**src/design/dss_regs.svh**
```systemverilog
// Purpose: Constants for drive start and set select block
// Assumes: 200 MHz reference clock
// Notes:   Timing counts derive from times in their own units
`ifndef DSS_REGS_SVH
`define DSS_REGS_SVH
`define DSS_CLK_MHZ        200
`define DSS_PULSE_MIN_MS   32
`define DSS_PULSE_MIN_CYC  (`DSS_PULSE_MIN_MS * 1000 * `DSS_CLK_MHZ)
`define DSS_LR_3W_CONTACT  8'h05
`define DSS_LR_3W_KEYPAD   8'h2E
`define DSS_SEL_RESET      2'h0
`endif

```
**src/design/dss_pkg.sv**
```systemverilog
// Purpose: Types for drive start and set select block
// Assumes: Nothing beyond the constants header
// Notes:   Structs group related control bits
package dss_pkg;
	typedef struct packed {
		logic first;
		logic second;
	} dss_sel_t;

	typedef struct packed {
		logic run_cw;
		logic run_ccw;
		logic stop;
	} dss_drive_t;

	typedef enum logic [2:0] {
		DSS_IDLE  = 3'b001,
		DSS_CHECK = 3'b010,
		DSS_RUN   = 3'b100
	} dss_state_t;
endpackage : dss_pkg

```
**src/design/dss_sync.sv**
```systemverilog
// Purpose: Two-flop synchroniser for a bundle of pin inputs
// Assumes: Inputs asynchronous to ref_clk_i
// Notes:   First stage is read only by the second stage
`timescale 1ns/1ps
module dss_sync #(
	parameter int W = 1
) (
	input  wire logic         ref_clk_i,
	input  wire logic         rst_b_i,
	input  wire logic [W-1:0] d_i,
	output logic      [W-1:0] q_o
);
	logic [W-1:0] meta_reg;

	always_ff @(posedge ref_clk_i or negedge rst_b_i) begin
		if (!rst_b_i) begin
			meta_reg <= '0;
			q_o      <= '0;
		end else begin
			meta_reg <= d_i;
			q_o      <= meta_reg;
		end
	end
endmodule : dss_sync

```
**src/design/dss_decode.sv**
```systemverilog
// Purpose: Two-bit select decoder for set and fixed-value choice
// Assumes: Inputs already synchronised
// Notes:   Output index 0..3 stands for choice 1..4
`timescale 1ns/1ps
`include "dss_regs.svh"
module dss_decode (
	input  wire logic             ref_clk_i,
	input  wire logic             rst_b_i,
	input  wire dss_pkg::dss_sel_t sel_i,
	output logic      [1:0]        idx_o
);
	import dss_pkg::*;

	logic [1:0] idx_next;

	// Gray-like order: 00->1, 10->2, 11->3, 01->4
	always_comb begin
		unique case ({sel_i.first, sel_i.second})
			2'b00: idx_next = 2'h0;
			2'b10: idx_next = 2'h1;
			2'b11: idx_next = 2'h2;
			2'b01: idx_next = 2'h3;
		endcase
	end

	always_ff @(posedge ref_clk_i or negedge rst_b_i) begin
		if (!rst_b_i) begin
			idx_o <= `DSS_SEL_RESET;
		end else begin
			idx_o <= idx_next;
		end
	end
endmodule : dss_decode

```
**src/design/dss_top.sv**
```systemverilog
// Purpose: Start/stop, three-wire control and set selection of a drive
// Assumes: All control inputs except local_remote_i are pins asynchronous to ref_clk_i
// Notes:   Set and value indices 0..3 stand for choices 1..4
// Notes on behaviour
// - No acceleration unless a clockwise or anticlockwise start is active.
// - Three-wire enable level arms the drive; start pulse starts it.
// - Three-wire enable going low stops the drive.
// - Start latched while enable high; latch cleared when enable drops.
// - Start needs enable high plus rising edge of either start input.
// - While running in three-wire mode, further start edges are ignored.
// - Start pulse shorter than 32 ms shuts the drive down.
// - Both starts active within 32 ms of each other shut down.
// - Local/remote 5 gives three-wire mode from contacts only.
// - Local/remote 46 gives three-wire mode from contacts or keypad.
// - Two select bits pick parameter set 1 to 4 in Gray order.
// - Selected parameter set is reported as an actual value.
// - Two select bits pick fixed frequency 1 to 4 likewise.
// - Two select bits pick fixed percentage 1 to 4 likewise.
// - Digital input four feeds first set select with zero delay.
// - Speed or torque controller follows change-over, even while running.
// - Fault clears when acknowledgment signal is asserted. The code keeps the fault set while fault_i is still active.
`timescale 1ns/1ps
`include "dss_regs.svh"
module dss_top #(
	parameter int PULSE_MIN_CYC = `DSS_PULSE_MIN_CYC
) (
	input  wire logic              ref_clk_i,
	input  wire logic              rst_b_i,
	input  wire logic [7:0]        local_remote_i,
	input  wire logic              start_cw_i,
	input  wire logic              start_ccw_i,
	input  wire logic              enable_3w_i,
	input  wire logic              keypad_unit_cw_i,
	input  wire logic              keypad_unit_ccw_i,
	input  wire logic              keypad_unit_en_i,
	input  wire logic              digital_input_four_i,
	input  wire logic              set_sel_two_i,
	input  wire dss_pkg::dss_sel_t freq_sel_i,
	input  wire dss_pkg::dss_sel_t pct_sel_i,
	input  wire logic              torque_mode_i,
	input  wire logic              fault_i,
	input  wire logic              fault_ack_i,
	output dss_pkg::dss_drive_t    drive_o,
	output logic                   three_wire_o,
	output logic [1:0]             param_set_o,
	output logic [1:0]             fixed_freq_o,
	output logic [1:0]             fixed_pct_o,
	output logic                   torque_ctrl_o,
	output logic                   fault_o
);
	import dss_pkg::*;

	localparam int CW = $clog2(PULSE_MIN_CYC + 1);

	logic [12:0]   raw_in;
	logic [12:0]   syn;
	logic          s_cw;
	logic          s_ccw;
	logic          s_en;
	logic          k_cw;
	logic          k_ccw;
	logic          k_en;
	logic          s_di4;
	logic          s_ds2;
	logic          s_torq;
	logic          s_fault;
	logic          s_ack;
	dss_sel_t      s_freq;
	dss_sel_t      s_pct;
	dss_sel_t      set_sel;
	logic          mode_3w;
	logic          cw_in;
	logic          ccw_in;
	logic          en_in;
	logic          cw_d_reg;
	logic          ccw_d_reg;
	logic          cw_rise;
	logic          ccw_rise;
	dss_state_t    state_reg;
	logic          dir_cw_reg;
	logic [CW-1:0] cnt_reg;
	logic          other_reg;
	logic          bad_pulse;

	assign raw_in = {start_cw_i, start_ccw_i, enable_3w_i, keypad_unit_cw_i,
		keypad_unit_ccw_i, keypad_unit_en_i, digital_input_four_i,
		set_sel_two_i, torque_mode_i, fault_i, fault_ack_i,
		freq_sel_i.first, freq_sel_i.second};

	dss_sync #(.W(13)) u_sync (
		.ref_clk_i (ref_clk_i),
		.rst_b_i   (rst_b_i),
		.d_i       (raw_in),
		.q_o       (syn)
	);

	dss_sync #(.W(2)) u_sync_pct (
		.ref_clk_i (ref_clk_i),
		.rst_b_i   (rst_b_i),
		.d_i       ({pct_sel_i.first, pct_sel_i.second}),
		.q_o       ({s_pct.first, s_pct.second})
	);

	assign {s_cw, s_ccw, s_en, k_cw, k_ccw, k_en, s_di4, s_ds2, s_torq,
		s_fault, s_ack, s_freq.first, s_freq.second} = syn;

	// Timer in default setting has zero delay: input passes straight on
	assign set_sel.first  = s_di4;
	assign set_sel.second = s_ds2;

	dss_decode u_dec_set (
		.ref_clk_i (ref_clk_i),
		.rst_b_i   (rst_b_i),
		.sel_i     (set_sel),
		.idx_o     (param_set_o)
	);

	dss_decode u_dec_freq (
		.ref_clk_i (ref_clk_i),
		.rst_b_i   (rst_b_i),
		.sel_i     (s_freq),
		.idx_o     (fixed_freq_o)
	);

	dss_decode u_dec_pct (
		.ref_clk_i (ref_clk_i),
		.rst_b_i   (rst_b_i),
		.sel_i     (s_pct),
		.idx_o     (fixed_pct_o)
	);

	// Mode selection and source merge
	always_comb begin
		mode_3w = 1'b0;
		cw_in   = s_cw;
		ccw_in  = s_ccw;
		en_in   = s_en;
		if (local_remote_i == `DSS_LR_3W_CONTACT) begin
			mode_3w = 1'b1;
		end else if (local_remote_i == `DSS_LR_3W_KEYPAD) begin
			mode_3w = 1'b1;
			cw_in   = s_cw | k_cw;
			ccw_in  = s_ccw | k_ccw;
			en_in   = s_en | k_en;
		end
	end

	always_ff @(posedge ref_clk_i or negedge rst_b_i) begin
		if (!rst_b_i) begin
			cw_d_reg  <= 1'b0;
			ccw_d_reg <= 1'b0;
		end else begin
			cw_d_reg  <= cw_in;
			ccw_d_reg <= ccw_in;
		end
	end

	assign cw_rise  = cw_in & ~cw_d_reg;
	assign ccw_rise = ccw_in & ~ccw_d_reg;

	// Pulse ends early, or the other input rises, inside the check window
	assign bad_pulse = (dir_cw_reg ? !cw_in : !ccw_in)
		| (dir_cw_reg ? ccw_rise : cw_rise) | other_reg;

	// Three-wire start state machine
	always_ff @(posedge ref_clk_i or negedge rst_b_i) begin
		if (!rst_b_i) begin
			state_reg  <= DSS_IDLE;
			dir_cw_reg <= 1'b1;
			cnt_reg    <= '0;
			other_reg  <= 1'b0;
		end else if (!mode_3w || !en_in || s_fault || fault_o) begin
			state_reg <= DSS_IDLE;
			cnt_reg   <= '0;
			other_reg <= 1'b0;
		end else begin
			unique case (state_reg)
				DSS_IDLE: begin
					if (cw_rise || ccw_rise) begin
						state_reg  <= DSS_CHECK;
						dir_cw_reg <= cw_rise;
						other_reg  <= cw_rise & ccw_rise;
						cnt_reg    <= '0;
					end
				end
				DSS_CHECK: begin
					if (bad_pulse) begin
						state_reg <= DSS_IDLE;
						other_reg <= 1'b0;
					end else if (cnt_reg == CW'(PULSE_MIN_CYC - 1)) begin
						state_reg <= DSS_RUN;
					end else begin
						cnt_reg <= cnt_reg + 1'b1;
					end
				end
				DSS_RUN: begin
					state_reg <= DSS_RUN;
				end
			endcase
		end
	end

	// Drive command: three-wire start runs from the first edge, latched once the check window has passed
	always_ff @(posedge ref_clk_i or negedge rst_b_i) begin
		if (!rst_b_i) begin
			drive_o <= '{run_cw: 1'b0, run_ccw: 1'b0, stop: 1'b1};
		end else if (fault_o || s_fault) begin
			drive_o <= '{run_cw: 1'b0, run_ccw: 1'b0, stop: 1'b1};
		end else if (mode_3w) begin
			drive_o.run_cw  <= (state_reg != DSS_IDLE) & dir_cw_reg
				& en_in & !(state_reg == DSS_CHECK && bad_pulse);
			drive_o.run_ccw <= (state_reg != DSS_IDLE) & !dir_cw_reg
				& en_in & !(state_reg == DSS_CHECK && bad_pulse);
			drive_o.stop    <= (state_reg == DSS_IDLE) | !en_in
				| (state_reg == DSS_CHECK && bad_pulse);
		end else begin
			// Level start; both at once is not a valid command
			drive_o.run_cw  <= s_cw & !s_ccw;
			drive_o.run_ccw <= s_ccw & !s_cw;
			drive_o.stop    <= !(s_cw ^ s_ccw);
		end
	end

	always_ff @(posedge ref_clk_i or negedge rst_b_i) begin
		if (!rst_b_i) begin
			three_wire_o <= 1'b0;
		end else begin
			three_wire_o <= mode_3w;
		end
	end

	// Change-over honoured in any state, running or not
	always_ff @(posedge ref_clk_i or negedge rst_b_i) begin
		if (!rst_b_i) begin
			torque_ctrl_o <= 1'b0;
		end else begin
			torque_ctrl_o <= s_torq;
		end
	end

	// Fault set wins over acknowledge
	always_ff @(posedge ref_clk_i or negedge rst_b_i) begin
		if (!rst_b_i) begin
			fault_o <= 1'b0;
		end else if (s_fault) begin
			fault_o <= 1'b1;
		end else if (s_ack) begin
			fault_o <= 1'b0;
		end
	end
endmodule : dss_top

```
**config.mk**
```make
export PLATFORM = sky130hd
export DESIGN_NAME = dss_top
export DESIGN_NICKNAME = d
export VERILOG_FILES = /design/src/design/dss_pkg.sv /design/src/design/dss_sync.sv /design/src/design/dss_decode.sv /design/src/design/dss_top.sv
export VERILOG_INCLUDE_DIRS = /design/src /design/src/design
export SDC_FILE = /design/constraint.sdc
export NUM_CORES = 1
export LEC_CHECK = 0
export ABC_AREA = 1
export BUFFER_PORTS_ARGS = -buffer_cell sky130_fd_sc_hd__buf_2
export CAP_MARGIN = 10
export CORE_MARGIN = 10
export CORE_UTILIZATION = 35
export DETAILED_ROUTE_END_ITERATION = 10
export GPL_ROUTABILITY_DRIVEN = 0
export GPL_TIMING_DRIVEN = 0
export PLACE_DENSITY_LB_ADDON = 0.15
export SYNTH_ARGS = -nofsm -noshare
export SYNTH_HDL_FRONTEND = slang
export SYNTH_HIERARCHICAL = 1
export SYNTH_SLANG_ARGS = --single-unit
```
**constraint.sdc**
```tcl
create_clock -name ref_clk_i -period 2 [get_ports ref_clk_i]
set_clock_uncertainty 0.05 [all_clocks]
set_input_delay 0.2 -clock ref_clk_i [delete_from_list [all_inputs] [get_ports ref_clk_i]]
set_output_delay 0.2 -clock ref_clk_i [all_outputs]
set_load 0.01 [all_outputs]
```
Yosys cells after proc, flatten, opt, wreduce, memory -nomap -nowiden --
Cells that the tools add are included.
Word-level totals: bits in latches 0, logic and storage cells 118, output and inout port bits 12, memory bits (writable) 0, register bits 72, ROM bits 0, memories 0
Cells by class: add/sub/neg operators 1, reductions and logical operators 24, mux-type cells 31, $lt $le $gt $ge 0, div/mod/pow operators 0, eq/ne operators 21, bitwise gates (word level) 22, multipliers 0, shifts and indexed selects 0
Operators by type and width (count):
- two-way mux 23 bit | 4
- case mux 23 bit (2 select lines) | 1
- case mux 2 bit (4 select lines) | 3
- adder 23 x 1 -> 23 bit, second input constant | 1
- == test 23 bit, second input constant | 1
- two-way mux 3 bit | 6
- two-way mux 1 bit | 15
- == test 2 bit, second input constant | 6
- != test 3 bit, second input constant | 4
- bitwise AND 1 bit | 11
- logical NOT 1 bit | 9
- case mux 3 bit (3 select lines) | 1
- == test 8 x 3 -> 1 bit, second input constant | 1
- == test 8 x 6 -> 1 bit, second input constant | 1
- bitwise OR 1 bit | 7
- == test 2 x 1 -> 1 bit, second input constant | 3
- logical NOT 2 bit | 3
- AND reduction 3 bit | 2
- logical OR 1 bit | 5
- != test 4 bit, second input constant | 1
- AND reduction 4 bit | 1
- == test 3 x 1 -> 1 bit, second input constant | 1
- == test 3 x 2 -> 1 bit, second input constant | 1
- == test 3 bit, second input constant | 1
- other kinds (8) | 10

Logic depth before layout (Yosys ltp) --
Gate-level depths: netlist of run 1.
depth in word-level cells 12, mapped depth 14, gate-level depth less buffers 13

By module --
The synthesis of run 1 kept the hierarchy.
By module, submodules not included:
- dss_top | area an instance 2289.7 um^2, seq. area each 904.6 um^2, cells an instance 318, instances 1
- dss_sync at u_sync | area an instance 650.6 um^2, seq. area each 650.6 um^2, cells an instance 26, instances 1
- dss_decode | area an instance 93.8 um^2, seq. area each 50.0 um^2, cells an instance 9, instances 3
- dss_sync at u_sync_pct | area an instance 100.1 um^2, seq. area each 100.1 um^2, cells an instance 4, instances 1

Worst setup path before layout of run 1 --
No wires, ideal clock.
path type reg2reg, start point reg cnt_reg[0], end point reg cnt_reg[12], setup slack 0.296 ns, stages on the path, launching flop included 13, arrival 1.590 ns, buffers on the path 1, path through dfrtp_1 ha_1 nand3_2 nor3_4 nand3_2 inv_2 nand3_2 nand3_2 nand2_2 nand2_4 buf_6 nand2_1 nand2_1
Between the ends: cells in the longest elaborated chain, start to end 5, elaborated cells on any way between the ends 8
RTL lines:
- start, declared | line dss_top.sv:81 | logic [CW-1:0] cnt_reg;
- start signal, assigned | line dss_top.sv:193 | cnt_reg <= cnt_reg + 1'b1;
- adder 23 x 1 -> 23 bit | line dss_top.sv:193
- two-way mux 23 bit | line dss_top.sv:190 | end else if (cnt_reg == CW'(PULSE_MIN_CYC - 1)) begin
- two-way mux 23 bit | line dss_top.sv:187 | if (bad_pulse) begin
- case mux 23 bit (2 select lines) | line dss_top.sv:177 | unique case (state_reg)
- two-way mux 23 bit | line dss_top.sv:172 | end else if (!mode_3w || !en_in || s_fault || fault_o) begin
Parallel ways exist; a longest one is shown, timed or not. The select of a mux whose other input is x is not followed. A chain may end at the register's enable or synchronous reset.

Worst setup path in the final report of run 1 --
start point reg cnt_reg[1], end point reg cnt_reg[14]
Same word-level chain as after synthesis.

==> results of run 1 <==
[final timing paths]
path,startpoint,to,slack (ns)
worst max-delay path,cnt_reg[1],cnt_reg[14],0.11
min in group ref_clk_i,local_remote_i[3],three_wire_o,0.20
worst min register to register,u_sync/meta_reg[3],u_sync/q_o[3],0.30
worst min-delay path,rst_b_i,u_sync_pct/meta_reg[0],0.20
worst max register to register,cnt_reg[1],cnt_reg[14],0.11
max in group asynchronous,rst_b_i,state_reg[0],1.10
[worst reg2reg max path: stages (launching register included)]
cell	delay (ns)
dfrtp_1	0.40
ha_4	0.17
nand3_4	0.09
nor3_4	0.24
nand3_2	0.15
inv_2	0.11
nand3_4	0.08
nand3_4	0.10
nand2_4	0.08
nand2_8	0.11
clkbuf_16	0.15
nand2_1	0.04
nand2_1	0.05
[through the flow]
step,util (%),cells,hold WS [ns],area [um^2],power (W)
floorplan,-,375,-0.146,3320,0.00160
global placement,39.6,540,0.258,3660,0.00168
detailed placement,40.0,541,0.0360,3690,0.00169
CTS,44.1,575,0.182,4080,0.00294
global route,46.1,583,0.193,4260,0.00303
finish,46.1,583,0.200,4260,0.00289
[power by group]
part / switching (W) / total [W] / internal, W
clock: 0.000607 / 0.00121 / 0.000600
sequential: 0.0000155 / 0.00152 / 0.00150
combinational: 0.0000881 / 0.000163 / 0.0000749
total: 0.000710 / 0.00289 / 0.00218
[layout make-up]
class                           count  area, um^2  area share (%)
Clock inverter                      7        83.8            1.97
Clock buffer                        9         124            2.91
Timing Repair Buffer               63         480            11.3
Multi-Input combinational cell    234        1320            30.9
Sequential cell                    72        1810            42.4
Buffer                              4        45.0            1.06
Inverter                           65         244            5.73
Tap cell                          129         161            3.79
[cell usage after synthesis]
cell type and count:
nor2_1 21, nand4_2 1, nand2_2 2, inv_1 61
o211ai_1 1, xor2_1 11, inv_2 4, nor3_4 1
xnor2_1 8, buf_4 2, nor3_1 7, o21bai_4 1
nor2_2 6, nor4_1 3, nor3_2 1, dfstp_2 3
a21oi_1 7, buf_6 2, ha_1 9, nand4_1 6
nand3_1 19, o21ai_0 5, nand2_4 2, nand2_1 118
nand3_2 5, dfrtp_1 69
[per-layer routing]
metal / share of wire [%] / GRT usage [%] / vias up
met4: 1.4 / 3.52 / 0
met1: 48 / 12.1 / 1116
met2: 47 / 16.1 / 33
li1: - / - / 1296
met5: 0 / 0 / -
met3: 3.3 / 3.07 / 7
[kinds of logic (layout without fill, tap and decap cells)]
group | count (synthesis) | after routing | synth area share, %
flip-flops | 72 | 72 | 54.4
XOR/XNOR | 19 | 19 | 5.01
AO/OA/AOI/OAI | 14 | 14 | 2.60
AND/OR/NAND/NOR | 192 | 192 | 26.2
buffers and inverters | 69 | 148 | 8.47
adder cells (fa/ha/maj) | 9 | 9 | 3.39
[what timing repair did]
item,4_1_cts,5_1_grt
hold buffers,16,0
pin swaps,1,4
endpoints found under the setup margin,20,23
gates resized for setup,0,17
hold endpoints to repair,84,0
setup buffers,2,6
gates cloned,0,2
==> reports/metrics.csv, run 1 <==
metric;value;unit
status;finished, final reports clean;
initial core utilization;36.0;%
H-tree depth;3;
Yosys top cell area share;52.0;%
Iteration-0 DRC Markers;92;
vias in the first global route;2583;
Filler cells;895;
Final min period;1.89;ns
Lkg Pwr;2.21;nW
Synth area leader;dfrtp_1;
GRT Util Overall;9.93;%
net count after synthesis;409;
Post-Syn Area;3320;um^2
setup ws final;0.112;ns
Max stage delay on crit path;0.40;ns
die height;117;um
Crit path top cell by count;nand3_4;
Synth Warn #;6;
FMAX;530;MHz
top cells by area, synth;dfrtp_1 52%, nand2_1 13%, inv_1 6.9%;
CP cell instances;ha_4 -> nand3_4 -> nor3_4 -> nand3_2 -> inv_2 -> nand3_4 -> nand3_4 -> nand2_4 -> nand2_8 -> clkbuf_16 -> nand2_1 -> nand2_1;
Maximum Capacitance Violations;0;
layout cells sized above 1;22.2;%
first-pass GRT wire length;11.6;mm
most common cell after layout, fill and taps aside;nand2_1;
Top Family by Delay on Critical Path;simple AND/OR/NAND/NOR gates;
R2R depth;12;
Crit path depth;12;
Worst-Skew Late Latency;0.35;ns
Layout Area Growth over Synthesis;28.2;%
Post-Route Setup TNS;0;ns
CP arrival;2.12;ns
CTS buffer count;9;
GRT Residual Overflow;0;
critical path type;flop to flop;
drc violations;0;
largest fanout on the critical path;6;
CP bufs+invs;2;
routed wire length;6.56;mm
Pwr Density;678;nW/um^2
Max Slew Vio Count;0;
initial antenna violation count;0;
First-pass DRT Iterations;4;
Nets;483;
antenna fix cells;0;
die width;117;um
Core Area;9240;um^2
Hold Path Class;input port to asynchronous set/reset pin;
final setup violation count;0;
largest net degree at the start of global routing;56;
# IOs;37;
crit end category;flop;
Tcrit/Tclk final;94.4;%
Vias/cell;4.21;
clk sinks;72;
Clock Path Buffers;2;
root buffer cell;clkbuf_8;
Slew @ Worst Pin;0.548;ns
Cell variety after synth;26;
Slew Limit Headroom;63.1;%
DP HPWL;4.53;mm
final hold viol count;0;
# port buffers;36;
Crit path required time;2.23;ns
#FFs+latches synth;72;
vias;2452;
critical path launch point type;flop;
leading cell types in the layout, fill and taps excluded;118 x nand2_1, 68 x dfrtp_1, 61 x inv_1, 35 x buf_2, 19 x nor2_1;
WL per Instance;11.3;um
max reg flops;23;
Max VDD drop;0.000467;V
pre-CTS setup slack;0.00743;ns
cell count after synthesis;375;
register area share after synthesis;54.4;%
CTS tree;yes;
die area;13800;um^2
Crit-path slowest cell;dfrtp_1;
Rows;35;
Mapped Avg Cell Area;8.86;um^2
Final ANT Viol Nets;0;
clock slew at reported path FFs;0.09;ns
(Power assumes the default switching activity.)
==> run 2, diff against run 1 <==
- CORE_UTILIZATION: 35 -> 58
==> run 2 against run 1 <==
Effect of this change: setup slack better by 0.0069 ns; critical path depth did not move; cell count down 11%; combinational power shrank 3%; clock power is 9% lower; first-iteration DRC count did not move; final area fell by 5.8%; largest cell class unchanged; largest power group unchanged; highest routed layer unchanged.
==> reports/metrics.csv, run 2 (same netlist as run 1, synthesis figures left out) <==
metric;value;unit;change
status;finished, final reports clean;;unchanged
vias in the first global route;2452;;was 2583
drc violations;0;;unchanged
Pwr Density;694;nW/um^2;was 678 nW/um^2
# IOs;37;;unchanged
GRT Util Overall;14.8;%;was 9.93%
Final Total Pwr;0.00278;W;was 0.00289 W
crit end category;flop;;unchanged
root buffer cell;clkbuf_8;;unchanged
critical path launch point type;flop;;unchanged
pre-CTS setup slack;0.0167;ns;was 0.00743 ns
Lkg Pwr;2.14;nW;was 2.21 nW
antenna fix cells;0;;unchanged
clk sinks;72;;unchanged
CTS tree;yes;;unchanged
routed wire length;6.18;mm;was 6.56 mm
CP cell instances;ha_4 -> nand3_2 -> nor3_4 -> nand3_4 -> inv_2 -> nand3_2 -> nand3_2 -> nand2_2 -> nand2_4 -> buf_6 -> nand2_1 -> nand2_1;;was ha_4 -> nand3_4 -> nor3_4 -> nand3_2 -> inv_2 -> nand3_4 -> nand3_4 -> nand2_4 -> nand2_8 -> clkbuf_16 -> nand2_1 -> nand2_1
First-pass DRT Iterations;4;;unchanged
initial core utilization;60.0;%;was 36.0%
Layout Utilization;72.4;%;was 46.1%
FMAX;532;MHz;was 530 MHz
critical path type;flop to flop;;unchanged
Placed Instances;483;;was 541
Slew Limit Headroom;42.6;%;was 63.1%
Crit path required time;2.23;ns;about the same
clock slew at reported path FFs;0.08;ns;was 0.09 ns
Final min period;1.88;ns;was 1.89 ns
reg-to-reg slack, setup;0.12;ns;was 0.11 ns
Clock Path Buffers;2;;unchanged
crit path launch;cnt_reg[0];;was cnt_reg[1]
largest fanout on the critical path;10;;was 6
# port buffers;36;;unchanged
Core Area;5540;um^2;was 9240 um^2
hold path start;local_remote_i[4];;
CP arrival;2.11;ns;was 2.12 ns
vias;2482;;was 2452
final setup violation count;0;;unchanged
hold_ws;0.205;ns;was 0.200 ns
Crit-path slowest cell;dfrtp_1;;unchanged
DP HPWL;4.28;mm;was 4.53 mm
Final ANT Viol Nets;0;;unchanged
Layout Cells excl Fill;519;;was 583
Crit path top cell by count;nand3_2;;was nand3_4
Slew @ Worst Pin;0.861;ns;was 0.548 ns
largest net degree at the start of global routing;73;;was 56
Maximum Capacitance Violations;0;;unchanged
WL per Instance;11.9;um;was 11.3 um
setup ws final;0.119;ns;was 0.112 ns
die area;9150;um^2;was 13800 um^2
initial antenna violation count;0;;unchanged
Max VDD drop;0.000593;V;was 0.000467 V
H-tree depth;3;;unchanged
die width;95.7;um;was 117 um
Layout Area Growth over Synthesis;20.8;%;was 28.2%
Rows;27;;was 35
Iteration-0 DRC Markers;92;;unchanged
CTS buffer count;9;;unchanged
most common cell after layout, fill and taps aside;nand2_1;;unchanged
Max Slew Vio Count;0;;unchanged
die height;95.7;um;was 117 um
first-pass GRT wire length;10.6;mm;was 11.6 mm
GRT Residual Overflow;0;;unchanged
max reg flops;23;;unchanged
r2r startpoint;cnt_reg[0];;was cnt_reg[1]
layout cells sized above 1;19.9;%;was 22.2%
final hold viol count;0;;unchanged
Tcrit/Tclk final;94.1;%;was 94.4%
Max stage delay on crit path;0.42;ns;was 0.40 ns
Worst-Skew Late Latency;0.34;ns;was 0.35 ns
leading cell types in the layout, fill and taps excluded;118 x nand2_1, 69 x dfrtp_1, 61 x inv_1, 35 x buf_2, 20 x nor2_1;;was 118 x nand2_1, 68 x dfrtp_1, 61 x inv_1, 35 x buf_2, 19 x nor2_1
Hold Path Class;input port to flop;;was input port to asynchronous set/reset pin
Nets;476;;was 483
Vias/cell;4.78;;was 4.21
## run 2: changes by cell type in the layout (fill, tap and decap cells not counted), sizes merged
cell,delta
buf,-5
inv,-4
clkinv,+3
clkbuf,-1
## run 2: timing repair
action,in CTS,in global routing
hold buffers,16,0
endpoints found under the hold margin,84,0
pin swaps,1,4
endpoints found under the setup margin,1,23
gates resized for setup,0,7
buffers inserted,1,3
## run 2: through the flow
stage / TNS, ns / cell area, um^2
floorplan: 0 / 3320
global placement: 0 / 3590
detailed placement: 0 / 3590
CTS: 0 / 3950
global route: -0.0564 / 4010
finish: 0 / 4010
## run 2: final timing paths
| path | to | cells past startpoint |
|---|---|---|
| hold reg to reg | u_sync/q_o[9] | 0 |
| min in group asynchronous | drive_o[2] | 2 |
| max in group asynchronous | cnt_reg[11] | 2 |
| setup reg to reg | cnt_reg[8] | 12 |
| hold / removal | three_wire_o | 4 |
| setup / recovery | cnt_reg[8] | 12 |
## run 2: power breakdown
| part | internal, W | switching [W] |
|---|---|---|
| Sequential | 0.00151 | 0.0000160 |
| Combinational | 0.0000693 | 0.0000883 |
| Clock | 0.000572 | 0.000533 |
## run 2: layout make-up
cell class / count / area, um^2
well taps: 72 / 90.1
plain buffers: 4 / 37.5
clock buffers: 10 / 128
repair buffers: 56 / 373
flip-flops and latches: 72 / 1810
fillers: 424 / 1530
clock inverters: 6 / 61.3
multi-input cells: 234 / 1270
inverters: 65 / 244
## run 2: worst max-delay path, delay by kind of cell, from the launching register on
family | cells | cell delay, ns
flops | 1 | 0.42
fa+ha+maj | 1 | 0.16
simple gates | 9 | 0.94
buf+inv | 2 | 0.24
## run 2: per-layer routing
layer  up-vias  GRT usage [%]  share of wire, %
li1       1280              -                 -
met3         9           4.95               5.0
met4         0           6.76               1.4
met2        48           24.2                47
met5         -              0                 0
met1      1145           17.3                46
